$ cat src/sfc_pkg.sv
package sfc_pkg;

  // ****************************************************************
  // Register map and field layout
  // ****************************************************************
  localparam logic [7:0] SFC_ADDR_CTL      = 8'h28;
  localparam int         SFC_BIT_FORCE_INT = 3;
  localparam int         SFC_BIT_ACT_HOLD  = 2;
  localparam int         SFC_MODE_MSB      = 1;
  localparam int         SFC_MODE_LSB      = 0;
  localparam logic [7:0] SFC_RSVD_MASK     = 8'hF0;

  localparam logic [1:0] SFC_MODE_NORMAL   = 2'h0;
  localparam logic [1:0] SFC_MODE_NOW      = 2'h1;
  localparam logic [1:0] SFC_MODE_DELAY    = 2'h2;
  localparam logic [1:0] SFC_MODE_EVENT    = 2'h3;

  // ****************************************************************
  // Timing
  // ****************************************************************
  localparam int SFC_CLK_HZ       = 25000000;
  localparam int SFC_RESUME_MS    = 1000;
  localparam int SFC_RESUME_CYC   = SFC_CLK_HZ / 1000 * SFC_RESUME_MS;

  // ****************************************************************
  // Types
  // ****************************************************************
  typedef enum logic [3:0] {
    SFC_IDLE   = 4'h1,
    SFC_PDOWN  = 4'h2,
    SFC_WAIT   = 4'h4,
    SFC_RESUME = 4'h8
  } sfc_state_t;

  typedef struct packed {
    logic       wr;
    logic [7:0] addr;
    logic [7:0] wdata;
  } sfc_wr_t;

endpackage : sfc_pkg

$ cat src/sfc_ctrl.sv
`timescale 1ns/100ps
`default_nettype none

// How it works
// - Force bit set drives the interrupt output low unconditionally.
// - Force bit clear lets only flagged interrupt sources drive the output.
// - Active-hold flag set masks the sleep pin; clear passes it through.
// - Bus writes may clear the active-hold flag, never set it.
// - Entering power-up sequence one sets the active-hold flag.
// - Button off, mode 00: activation pin controls sequencing normally.
// - Button off, mode 01: power down, then pin control at once.
// - Button off, mode 10: power down, pin control after one second.
// - Button off, mode 11: power down, resume on pin low or alarm.
// - Button enable bit selects which meaning the mode field has.
// - Button on, mode 00: button input controls sequencing normally.
// - Button on, mode 01: power down, then straight to sequence one.
// - Button on, mode 10: sequence one after one second or press.
// - Button on, mode 11: sequence one on alarm or earlier press.
// - Writes accepted only while the control group is unprotected.
// - Register contents load from non-volatile memory at power-on.
// - Enabled RTC wake alarm sets the active-hold flag.
module sfc_ctrl
  import sfc_pkg::*;
#(
  parameter int RESUME_CYC = SFC_RESUME_CYC
) (
  input  wire logic       clk,
  input  wire logic       rst,
  input  wire sfc_wr_t    bus_wr,
  input  wire logic [7:0] bus_addr,
  output logic [7:0]      bus_rdata,
  input  wire logic       ctl_protected,
  input  wire logic       nvm_load,
  input  wire logic [7:0] nvm_data,
  input  wire logic       irq_pending,
  output logic            interrupt_out_n,
  input  wire logic       button_altfunc_enable,
  input  wire logic       rtc_wake_en,
  input  wire logic       rtc_alarm,
  input  wire logic       seq1_enter,
  input  wire logic       activation_pin,
  input  wire logic       power_button_in_n,
  input  wire logic       sleep_pin_n,
  output logic            sleep_request,
  output logic            power_down_req,
  output logic            resume_pulse,
  output logic            act_override,
  output logic            button_control
);

  // ****************************************************************
  // Pin synchronisers
  // ****************************************************************
  logic [2:0] pin_s2_r;
  logic       act_s;
  logic       btn_pressed;
  logic       sleep_s_n;

  // Reset loads the idle-high level, so no false press follows reset.
  sfc_sync #(
    .WIDTH (3),
    .INIT  (3'h7)
  ) sfc_sync_inst (
    .clk (clk),
    .rst (rst),
    .d   ({activation_pin, power_button_in_n, sleep_pin_n}),
    .q   (pin_s2_r)
  );

  assign act_s       = pin_s2_r[2];
  assign btn_pressed = ~pin_s2_r[1];
  assign sleep_s_n   = pin_s2_r[0];

  // ****************************************************************
  // Control register
  // ****************************************************************
  logic       force_int_r;
  logic       active_hold_flag_r;
  logic [1:0] forced_shutdown_mode_r;
  logic       wr_hit;
  logic       mode_done;
  logic       addr_hit;
  logic       hold_set;
  logic       hold_clear;

  assign addr_hit   = bus_wr.wr && (bus_wr.addr == SFC_ADDR_CTL);
  assign wr_hit     = addr_hit && !ctl_protected;
  assign hold_set   = seq1_enter || (rtc_wake_en && rtc_alarm);
  // Only a written zero clears the flag; a written one is ignored.
  assign hold_clear = wr_hit && !bus_wr.wdata[SFC_BIT_ACT_HOLD];

  // Writes to bits 7:4 are dropped and nothing stores them.
  always_ff @(posedge clk) begin
    if (rst) begin
      force_int_r <= 1'b0;
    end else if (nvm_load) begin
      force_int_r <= nvm_data[SFC_BIT_FORCE_INT];
    end else if (wr_hit) begin
      force_int_r <= bus_wr.wdata[SFC_BIT_FORCE_INT];
    end
  end

  // Hardware set beats a simultaneous bus clear, so a wake that lands
  // on the same cycle as a host clear is never lost.
  always_ff @(posedge clk) begin
    if (rst) begin
      active_hold_flag_r <= 1'b0;
    end else if (nvm_load) begin
      active_hold_flag_r <= nvm_data[SFC_BIT_ACT_HOLD];
    end else if (hold_set) begin
      active_hold_flag_r <= 1'b1;
    end else if (hold_clear) begin
      active_hold_flag_r <= 1'b0;
    end
  end

  // The mode field returns to normal once the forced cycle resumes,
  // so a single write requests a single shutdown cycle.
  always_ff @(posedge clk) begin
    if (rst) begin
      forced_shutdown_mode_r <= SFC_MODE_NORMAL;
    end else if (nvm_load) begin
      forced_shutdown_mode_r <= nvm_data[SFC_MODE_MSB:SFC_MODE_LSB];
    end else if (wr_hit) begin
      forced_shutdown_mode_r <= bus_wr.wdata[SFC_MODE_MSB:SFC_MODE_LSB];
    end else if (mode_done) begin
      forced_shutdown_mode_r <= SFC_MODE_NORMAL;
    end
  end

  // ****************************************************************
  // Read-back
  // ****************************************************************
  // The read path is a plain mux of the flops, so a read shows a write
  // on the cycle after the write is taken.
  always_comb begin
    bus_rdata = 8'h00;
    if (bus_addr == SFC_ADDR_CTL) begin
      bus_rdata = {4'h0, force_int_r, active_hold_flag_r,
                   forced_shutdown_mode_r} & ~SFC_RSVD_MASK;
    end
  end

  // ****************************************************************
  // Interrupt output and sleep gating
  // ****************************************************************
  logic irq_n_r;
  logic sleep_r;

  // Forcing low lets software prove the line is not shorted high.
  always_ff @(posedge clk) begin
    if (rst) begin
      irq_n_r <= 1'b1;
    end else if (force_int_r) begin
      irq_n_r <= 1'b0;
    end else begin
      irq_n_r <= ~irq_pending;
    end
  end

  always_ff @(posedge clk) begin
    if (rst) begin
      sleep_r <= 1'b0;
    end else if (active_hold_flag_r) begin
      sleep_r <= 1'b0;
    end else begin
      sleep_r <= ~sleep_s_n;
    end
  end

  assign interrupt_out_n = irq_n_r;
  assign sleep_request   = sleep_r;

  // ****************************************************************
  // Forced shutdown sequencing
  // ****************************************************************
  sfc_state_t  state_r;
  sfc_state_t  state_nxt;
  logic [24:0] cnt_r;
  logic        timer_done;
  logic        early_exit;
  logic        resume_go;

  assign timer_done = (cnt_r >= 25'(RESUME_CYC - 1));
  assign mode_done  = (state_r == SFC_RESUME);

  // The enable bit picks pin-based or button-based wake sources; in
  // pin mode only the event mode lets the pin cut the wait short.
  always_comb begin
    if (button_altfunc_enable) begin
      early_exit = btn_pressed;
    end else begin
      early_exit = (forced_shutdown_mode_r == SFC_MODE_EVENT)
                   && !act_s;
    end
  end

  // A mode rewritten during the wait takes effect at once, so the wait
  // never hangs on a mode that has no wake source.
  always_comb begin
    resume_go = 1'b0;
    case (forced_shutdown_mode_r)
      SFC_MODE_NOW: begin
        resume_go = 1'b1;
      end
      SFC_MODE_DELAY: begin
        resume_go = timer_done || early_exit;
      end
      SFC_MODE_EVENT: begin
        resume_go = rtc_alarm || early_exit;
      end
      default: begin
        resume_go = 1'b0;
      end
    endcase
  end

  always_comb begin
    state_nxt = state_r;
    case (state_r)
      SFC_IDLE: begin
        if (forced_shutdown_mode_r != SFC_MODE_NORMAL) begin
          state_nxt = SFC_PDOWN;
        end
      end
      SFC_PDOWN: begin
        if (forced_shutdown_mode_r == SFC_MODE_NOW) begin
          state_nxt = SFC_RESUME;
        end else begin
          state_nxt = SFC_WAIT;
        end
      end
      SFC_WAIT: begin
        if (forced_shutdown_mode_r == SFC_MODE_NORMAL) begin
          state_nxt = SFC_IDLE;
        end else if (resume_go) begin
          state_nxt = SFC_RESUME;
        end
      end
      SFC_RESUME: state_nxt = SFC_IDLE;
      default:    state_nxt = SFC_IDLE;
    endcase
  end

  // ****************************************************************
  // State register
  // ****************************************************************
  always_ff @(posedge clk) begin
    if (rst) begin
      state_r <= SFC_IDLE;
    end else begin
      state_r <= state_nxt;
    end
  end

  // ****************************************************************
  // One-second resume timer
  // ****************************************************************
  // The count stops at its end value, so timer_done stays true while
  // the wait lasts and the counter can never wrap round.
  always_ff @(posedge clk) begin
    if (rst || state_r != SFC_WAIT) begin
      cnt_r <= 25'h0000000;
    end else if (!timer_done) begin
      cnt_r <= cnt_r + 25'h0000001;
    end
  end

  // ****************************************************************
  // Sequencer requests
  // ****************************************************************
  logic pd_r;
  logic res_r;
  logic ovr_r;

  // Registered from the next state so each request lines up with the
  // state it describes, with no extra cycle of lag.
  always_ff @(posedge clk) begin
    if (rst) begin
      pd_r <= 1'b0;
    end else begin
      pd_r <= (state_nxt == SFC_PDOWN) || (state_nxt == SFC_WAIT);
    end
  end

  always_ff @(posedge clk) begin
    if (rst) begin
      res_r <= 1'b0;
    end else begin
      res_r <= (state_nxt == SFC_RESUME);
    end
  end

  // In button mode resume behaves as if the activation pin were high.
  always_ff @(posedge clk) begin
    if (rst) begin
      ovr_r <= 1'b0;
    end else begin
      ovr_r <= (state_nxt == SFC_RESUME) && button_altfunc_enable;
    end
  end

  assign power_down_req = pd_r;
  assign resume_pulse   = res_r;
  assign act_override   = ovr_r;
  assign button_control = button_altfunc_enable;

endmodule : sfc_ctrl

// ****************************************************************
// Two-flop pin synchroniser
// ****************************************************************
// Only the second stage leaves the module, so no logic can ever see a
// first stage that is still settling.
module sfc_sync
  import sfc_pkg::*;
#(
  parameter int               WIDTH = 1,
  parameter logic [WIDTH-1:0] INIT  = '0
) (
  input  wire logic             clk,
  input  wire logic             rst,
  input  wire logic [WIDTH-1:0] d,
  output logic      [WIDTH-1:0] q
);

  logic [WIDTH-1:0] stage1_r;
  logic [WIDTH-1:0] stage2_r;

  always_ff @(posedge clk) begin
    if (rst) begin
      stage1_r <= INIT;
      stage2_r <= INIT;
    end else begin
      stage1_r <= d;
      stage2_r <= stage1_r;
    end
  end

  assign q = stage2_r;

endmodule : sfc_sync

`default_nettype wire

$ cat config.mk
export PLATFORM = sky130hd
export DESIGN_NAME = sfc_ctrl
export DESIGN_NICKNAME = d
export VERILOG_FILES = /design/src/sfc_pkg.sv /design/src/sfc_ctrl.sv
export SDC_FILE = /design/constraint.sdc
export NUM_CORES = 1
export LEC_CHECK = 0
export ABC_AREA = 1
export BUFFER_PORTS_ARGS = -buffer_cell sky130_fd_sc_hd__buf_4
export CAP_MARGIN = 40
export CORE_MARGIN = 4
export CORE_UTILIZATION = 26
export DETAILED_ROUTE_END_ITERATION = 16
export GPL_TIMING_DRIVEN = 0
export PLACE_DENSITY = 0.56
export SLEW_MARGIN = 10
export SYNTH_ARGS = -nofsm -noshare
export SYNTH_HDL_FRONTEND = slang
export SYNTH_HIERARCHICAL = 1
export SYNTH_SLANG_ARGS = --single-unit
$ cat constraint.sdc
create_clock -name clk -period 1.6 [get_ports clk]
set_clock_uncertainty 0.1 [all_clocks]
set_input_delay 0.32 -clock clk [delete_from_list [all_inputs] [get_ports clk]]
set_output_delay 0.32 -clock clk [all_outputs]
set_load 0.005 [all_outputs]
* Yosys cells after proc, flatten, opt, wreduce, memory -nomap -nowiden
Index checks and enable logic that the tools add are counted.
W data, S select, Z words.
** Word-level totals
- Output and inout port bits :: 14
- Register bits after elaboration :: 44
- Word-level logic and storage cells :: 67
- Memory bits (read-only) :: 0
- Bits of input ports :: 45
- Bits in latches :: 0
- Memories kept :: 0
- Bits in writable memories :: 0
** Cells by class
- Mux-type cells :: 17
- Multiply operators :: 0
- Shift operators :: 0
- Add/subtract/negate cells :: 1
- Equal/unequal tests :: 13
- Magnitude comparators :: 1
- Bitwise operators :: 3
- Div/mod/pow operators :: 0
- Reduce and logical (&&, ||, !) cells :: 20
** Operators by type and width (number)
- $add A25 B1 Y25 const B :: 1
- $ge A25 B25 Y1 const B :: 1
- $mux W4 :: 5
- $eq A8 B6 Y1 const B :: 2
- $pmux W4 S3 :: 1
- $eq A4 B2 Y1 const B :: 2
- $eq A4 B3 Y1 const B :: 2
- $eq A4 B4 Y1 const B :: 2
- $mux W1 :: 7
- $logic_and A1 B1 Y1 :: 6
- $mux W2 :: 3
- $reduce_bool A3 Y1 :: 2
- $logic_or A1 B1 Y1 :: 5
- $eq A2 B2 Y1 const B :: 2
- $eq A4 B1 Y1 const B :: 1
- $ne A4 B3 Y1 const B :: 1
- $reduce_bool A2 Y1 :: 2
- $logic_not A1 Y1 :: 3
- $not A1 Y1 :: 3
- $pmux W1 S3 :: 1
- $eq A2 B1 Y1 const B :: 1
- $logic_not A2 Y1 :: 1
- $reduce_or A2 Y1 :: 1

* Longest topological paths before layout
- Word-level depth :: 10
- Gate-level depth with buffers :: 13
- Depth with buffers taken out :: 12

* By module
The synthesis kept the hierarchy.
** Modules (own cells, without submodules)
- sfc_ctrl :: times used 1, seq. area each 760.7 um^2, area an instance 2326.0 um^2, cells an instance 346
- sfc_sync :: times used 1, seq. area each 120.1 um^2, area an instance 168.9 um^2, cells an instance 19

* Worst setup path after synthesis
OpenSTA, ideal clock, no wires.
- Path kind :: register to register
- Start :: register cnt_r[0]
- End :: register cnt_r[1]
- Data arrival time :: 1477 ps
- Buffers on the path :: 1
- Setup slack :: -93 ps
- Required time :: 1384 ps
- Period minus slack after synthesis :: 1693 ps
- Stages on the path, launching flop included :: 10
- Library setup time :: 116 ps
- Cells stage by stage :: dfxtp_1 ha_1 nand3_1 nor3_1 nand2_1 nand2_4 nor2_8 buf_6 o21ai_0 nor2_1
** On the way
- Word-level cells in the longest chain between the ends :: 1
- Elaborated cells on any way between the ends :: 2
- Those cells by class :: add/sub (1); order compare (1)
** RTL lines
- start, declared :: line sfc_ctrl.sv:179 : logic [24:0] cnt_r;
- start signal, assigned :: line sfc_ctrl.sv:265 : cnt_r <= cnt_r + 25'h0000001;
- $add A25 B1 Y25 / $ge A25 B25 Y1 (equally long branches) :: line sfc_ctrl.sv:265, sfc_ctrl.sv:184
Parallel ways exist; a longest one is shown, timed or not.
A chain may end at the register's enable or synchronous reset.

* Final worst setup path
- Start :: register cnt_r[0]
- End :: register cnt_r[9]
Same word-level chain as after synthesis.

==> summary.md <==
| Metric | Value |
|---|---|
| Die Height | `106.0 µm` |
| Final critical-path share of the clock period | `102.3%` |
| Flop pwr share | `a little under three fifths` |
| Min-Delay Startpoint | `power_button_in_n` |
| Clock input transition at the sequential cells of the worst setup and hold paths | `~0.080 ns` |
| Pin count of the biggest net entering global routing | `14` |
| Number of nets at the end of the flow | `about 500` |
| Yosys synthesis warning count | `6` |
| Result of the run | `finished, violations left` |
| Violated checks | `negative setup slack` |
| Via count | `2,532` |
| Unrepaired setup endpoints after global routing | `true` |
| Fraction of the yosys area taken by sequential cells | `about a third` |
| Estimated wirelength of the detail-placed design | `5079 µm` |
| DRC violation total after the first TritonRoute iteration | `140` |
| Headroom to the max-slew limit | `65.73%` |
| Reg-to-reg setup timing slack | `-0.04 ns` |
| Via count of the first global-routing pass | `~2.5k` |
| Number of clock buffers inserted by TritonCTS | `5` |
| Initial core utilization | `a little over a quarter` |
| Arrival time at the worst endpoint | `roughly 1.8 ns` |
| Number of pins exceeding their max-slew limit in the final report | `0` |
| Sequential cell area | `930.9 µm²` |
| Clock tree sinks | `44` |
| Switching Share | `23.46%` |
| Register bit total from synthesis | `44` |
| Fraction of registers with async set/reset | `0%` |
| CP Cell Sequence | `buf_6 -> inv_4 -> nor2_4 -> nand2_2 -> nand2_2 -> nand3_2 -> nand2_4 -> nor2_8 -> buf_6 -> nand3_4 -> o21ai_1 -> nand2_1 -> nor2_1` |
| Share of Yosys cell area claimed by the top area cell type | `35.31%` |
| Actual transition at the worst max-transition pin | `0.5094 ns` |
| Combinational family with the most area after synthesis | `simple AND/OR/NAND/NOR gates` |
| Top post-synthesis cells by area | `dfxtp_1 (35%), nand2_1 (13%), inv_1 (6.6%)` |
| Post-Syn Area per Cell | `6.835 µm²` |
| Antenna Violating Nets Remaining | `0` |
| Filler cells | `962` |
| Highest clock rate | `roughly 610 MHz` |
| Most used standard cells in the synthesized netlist | `nand2_1 (86), dfxtp_1 (44), inv_1 (44)` |
| Setup Slack @ Placement | `-0.2943 ns` |
| Worst-path cell with the longest stage delay | `dfxtp_4` |
| Post-DP Area | `3032 µm²` |
| Synthesized-area fraction occupied by ao, oa, aoi and oai cells | `10.58%` |
| Startpoint type of the worst setup path | `flop` |
| Cell with the most instances after synthesis | `nand2_1` |
| Biggest area consumer among synthesized cells | `dfxtp_1` |
| Non-Filler Cell Area, Final | `3674 µm²` |
| Initial antenna violation count | `0` |
| Worst hold-check path type | `input pin to flop` |
| Clock tree root driver cell | `clkbuf_8` |
| Number of distinct library cell variants in the gate-level netlist after synthesis | `39` |
| Crit path setup slack, layout | `-0.03739 ns` |
| Longest individual stage delay on the worst path | `0.36 ns` |
| Area of the die | `11,230 µm²` |
| H-tree depth | `2` |
| Number of core rows | `35` |
| Post-CTS Hold Buffers | `0` |
| Total detailed-routing wirelength | `7022 µm` |
| Min Tclk post-route | `approximately 1.6 ns` |
| P&R area growth vs syn | `47.24%` |
| Largest fanout on the critical path | `4` |
| Post-synthesis cell area | `about 2500 µm²` |
| Overflow left after global routing | `0` |
| Hold-critical path endpoint | `sfc_sync_inst/stage1_r[1]` |
| Via-to-Cell Ratio | `between 4 and 5` |
| Data required time of the worst path | `1.73 ns` |
| Design internal power | `1498 µW` |
| Adder-cell area share of the yosys netlist | `0.5015%` |
| Sort of element at the end of the critical path | `flop` |
| Antenna cell count | `0` |
| Cell depth of the worst min-delay path | `3` |
| Post-DR wirelength/cell | `between 10 and 15 µm` |
| Net Switching | `459.1 µW` |
| Pwr/cell area | `532.7 nW/µm²` |
| Xor/xnor cell area share of the yosys netlist | `5.617%` |
| Setup violators final | `4` |
| Combinational share of power | `under 10%` |
| Part of the power in the clock network | `between 30% and 40%` |
| Wire length of the first global-routing pass | `11,360 µm` |
| Router iterations before antenna repair | `4` |
| Number of flops mapped to enable cells by yosys | `0` |
| Total GRT Usage | `12.42%` |
| Count of endpoints failing hold in the final timing report | `0` |
| Combined area of the multi-input logic cells | `1662 µm²` |
| Worst R2R Start | `cnt_r[0]` |
| Mux share of post-synthesis cell area | `0%` |
| Boundary pin count | `59` |
| CTS tree | `done` |
| Post-synthesis simple-gate area fraction | `between 30% and 40%` |
| Count of mapped cells out of synthesis | `between 300 and 400` |
| Clock latency on the worst-skew pair | `0.30 ns` |
| Destination of the worst register-to-register timing path | `cnt_r[9]` |
| Type of the setup path with the least slack | `flop to flop` |
| Ys flop type | `dfxtp_1` |
| Port Buffers | `46` |
| Standby leakage power | `0.001599 µW` |
| CTS Buffer Depth | `2` |
| DRC Markers | `0` |
| Placeable core area | `9284 µm²` |
| Proportion of layout cells with a drive suffix above 1 | `45.37%` |
| Final weighted congestion of routability-driven global placement | `0.9052` |
| Kind of cell with the highest combined delay on the critical path | `simple AND/OR/NAND/NOR gates` |
| Length in cells of the worst reg-to-reg path | `13` |
| Worst IR Drop VDD | `roughly 0.25 mV` |
| Buffer and inverter count on the worst path | `3` |
| Horiz. Die Dim | `roughly 110 µm` |
| Number of violations of the max-capacitance limit | `0` |
## what timing repair did
| item | in CTS | in global routing |
|---|---|---|
| gates cloned | 2 | 0 |
| pin swaps | 24 | 20 |
| setup endpoints to repair | 29 | 30 |
| buffers inserted | 20 | 3 |
| gates resized for setup | 69 | 59 |
## metal layers
metal	track usage (%)	share of wire, %	routed length [µm]
met5	0	0	0
met1	14.98	44	3063
met4	4.625	1.8	126
met3	2.247	3.5	245
met2	21.95	51	3586
## power groups by stage
| stage | clock (µW) | combinational, µW | sequential (µW) |
|---|---|---|---|
| after floorplan | 0 | 67.9 | 1160 |
| after detailed placement | 0 | 162 | 1160 |
| final | 673 | 166 | 1120 |
| after CTS | 703 | 162 | 1120 |
| after global routing | 733 | 185 | 1120 |
| after global placement | 0 | 158 | 1160 |
## worst min-delay path, cell delays in order
cell,delay (ns)
buf_4,0.07
inv_1,0.03
nand2_1,0.04
## cell families (layout without fill, tap and decap cells)
group                      Yosys count  after routing
and+or+nand+nor                    192            193
adders and majority gates            1              1
DFF                                 44             44
xor gates and xnor gates            16             16
buffers and inverters               63            137
AOI/OAI and AO/OA                   48             48
other                                1              4
## sequential cells by signal (all words and copies together), names as in the netlist
signal and cells:
sleep_request 1, act_override 1, active_hold_flag_r 1, force_int_r 1, resume_pulse 1, forced_shutdown_mode_r 2, state_r 4, sfc_sync_inst/q 3
cnt_r 25, interrupt_out_n 1, power_down_req 1, sfc_sync_inst/stage1_r 3
## layout by cell type (no fill, tap or decap), drive strengths merged
cell / instances
xnor2: 5
nor3: 21
inv: 50
ha: 1
o21ai: 13
nor2: 43
nor4: 4
clkbuf: 7
conb: 4
nand3b: 2
a21boi: 1
dfxtp: 44
buf: 76
clkinv: 3
clkinvlp: 1
or2: 2
o211ai: 1
a21oi: 28
o21bai: 1
xor2: 11
nand4: 7
nand2: 92
a31oi: 4
nand3: 20
and3: 2
## layout make-up
cell class / count / area share (%)
Multi-Input combinational cell: 262 / 45.23
Sequential cell: 44 / 25.34
Timing Repair Buffer: 69 / 15.43
Inverter: 52 / 5.552
Tap cell: 129 / 4.394
Clock buffer: 5 / 1.873
Buffer: 9 / 1.839
Clock inverter: 2 / 0.3406
## stage by stage
stage                     power [µW]  instances  util [%]  setup TNS [ns]  hold WS [ns]
after CTS                       1990        572     37.84         -0.7674       0.07903
after detailed placement        1319        543     32.66          -4.740        0.2824
after floorplan                 1223        368         -               0        0.2732
after global placement          1315        543     32.66          -4.930        0.2821
after global routing            2039        572     39.57          -2.102       0.09328
final                           1957        572     39.57        -0.08540       0.08986
## how the worst max path moves through the flow
stage | depth (start not counted) | endpoint | startpoint
3_5_place_dp | 6 | cnt_r[17] | rst
5_1_grt | 13 | cnt_r[9] | cnt_r[0]
4_1_cts | 11 | cnt_r[1] | cnt_r[0]
6_report | 13 | cnt_r[9] | cnt_r[0]
2_1_floorplan | 9 | cnt_r[1] | cnt_r[0]
3_3_place_gp | 6 | cnt_r[12] | rst
Note: power is estimated with default switching activity, not from simulation.
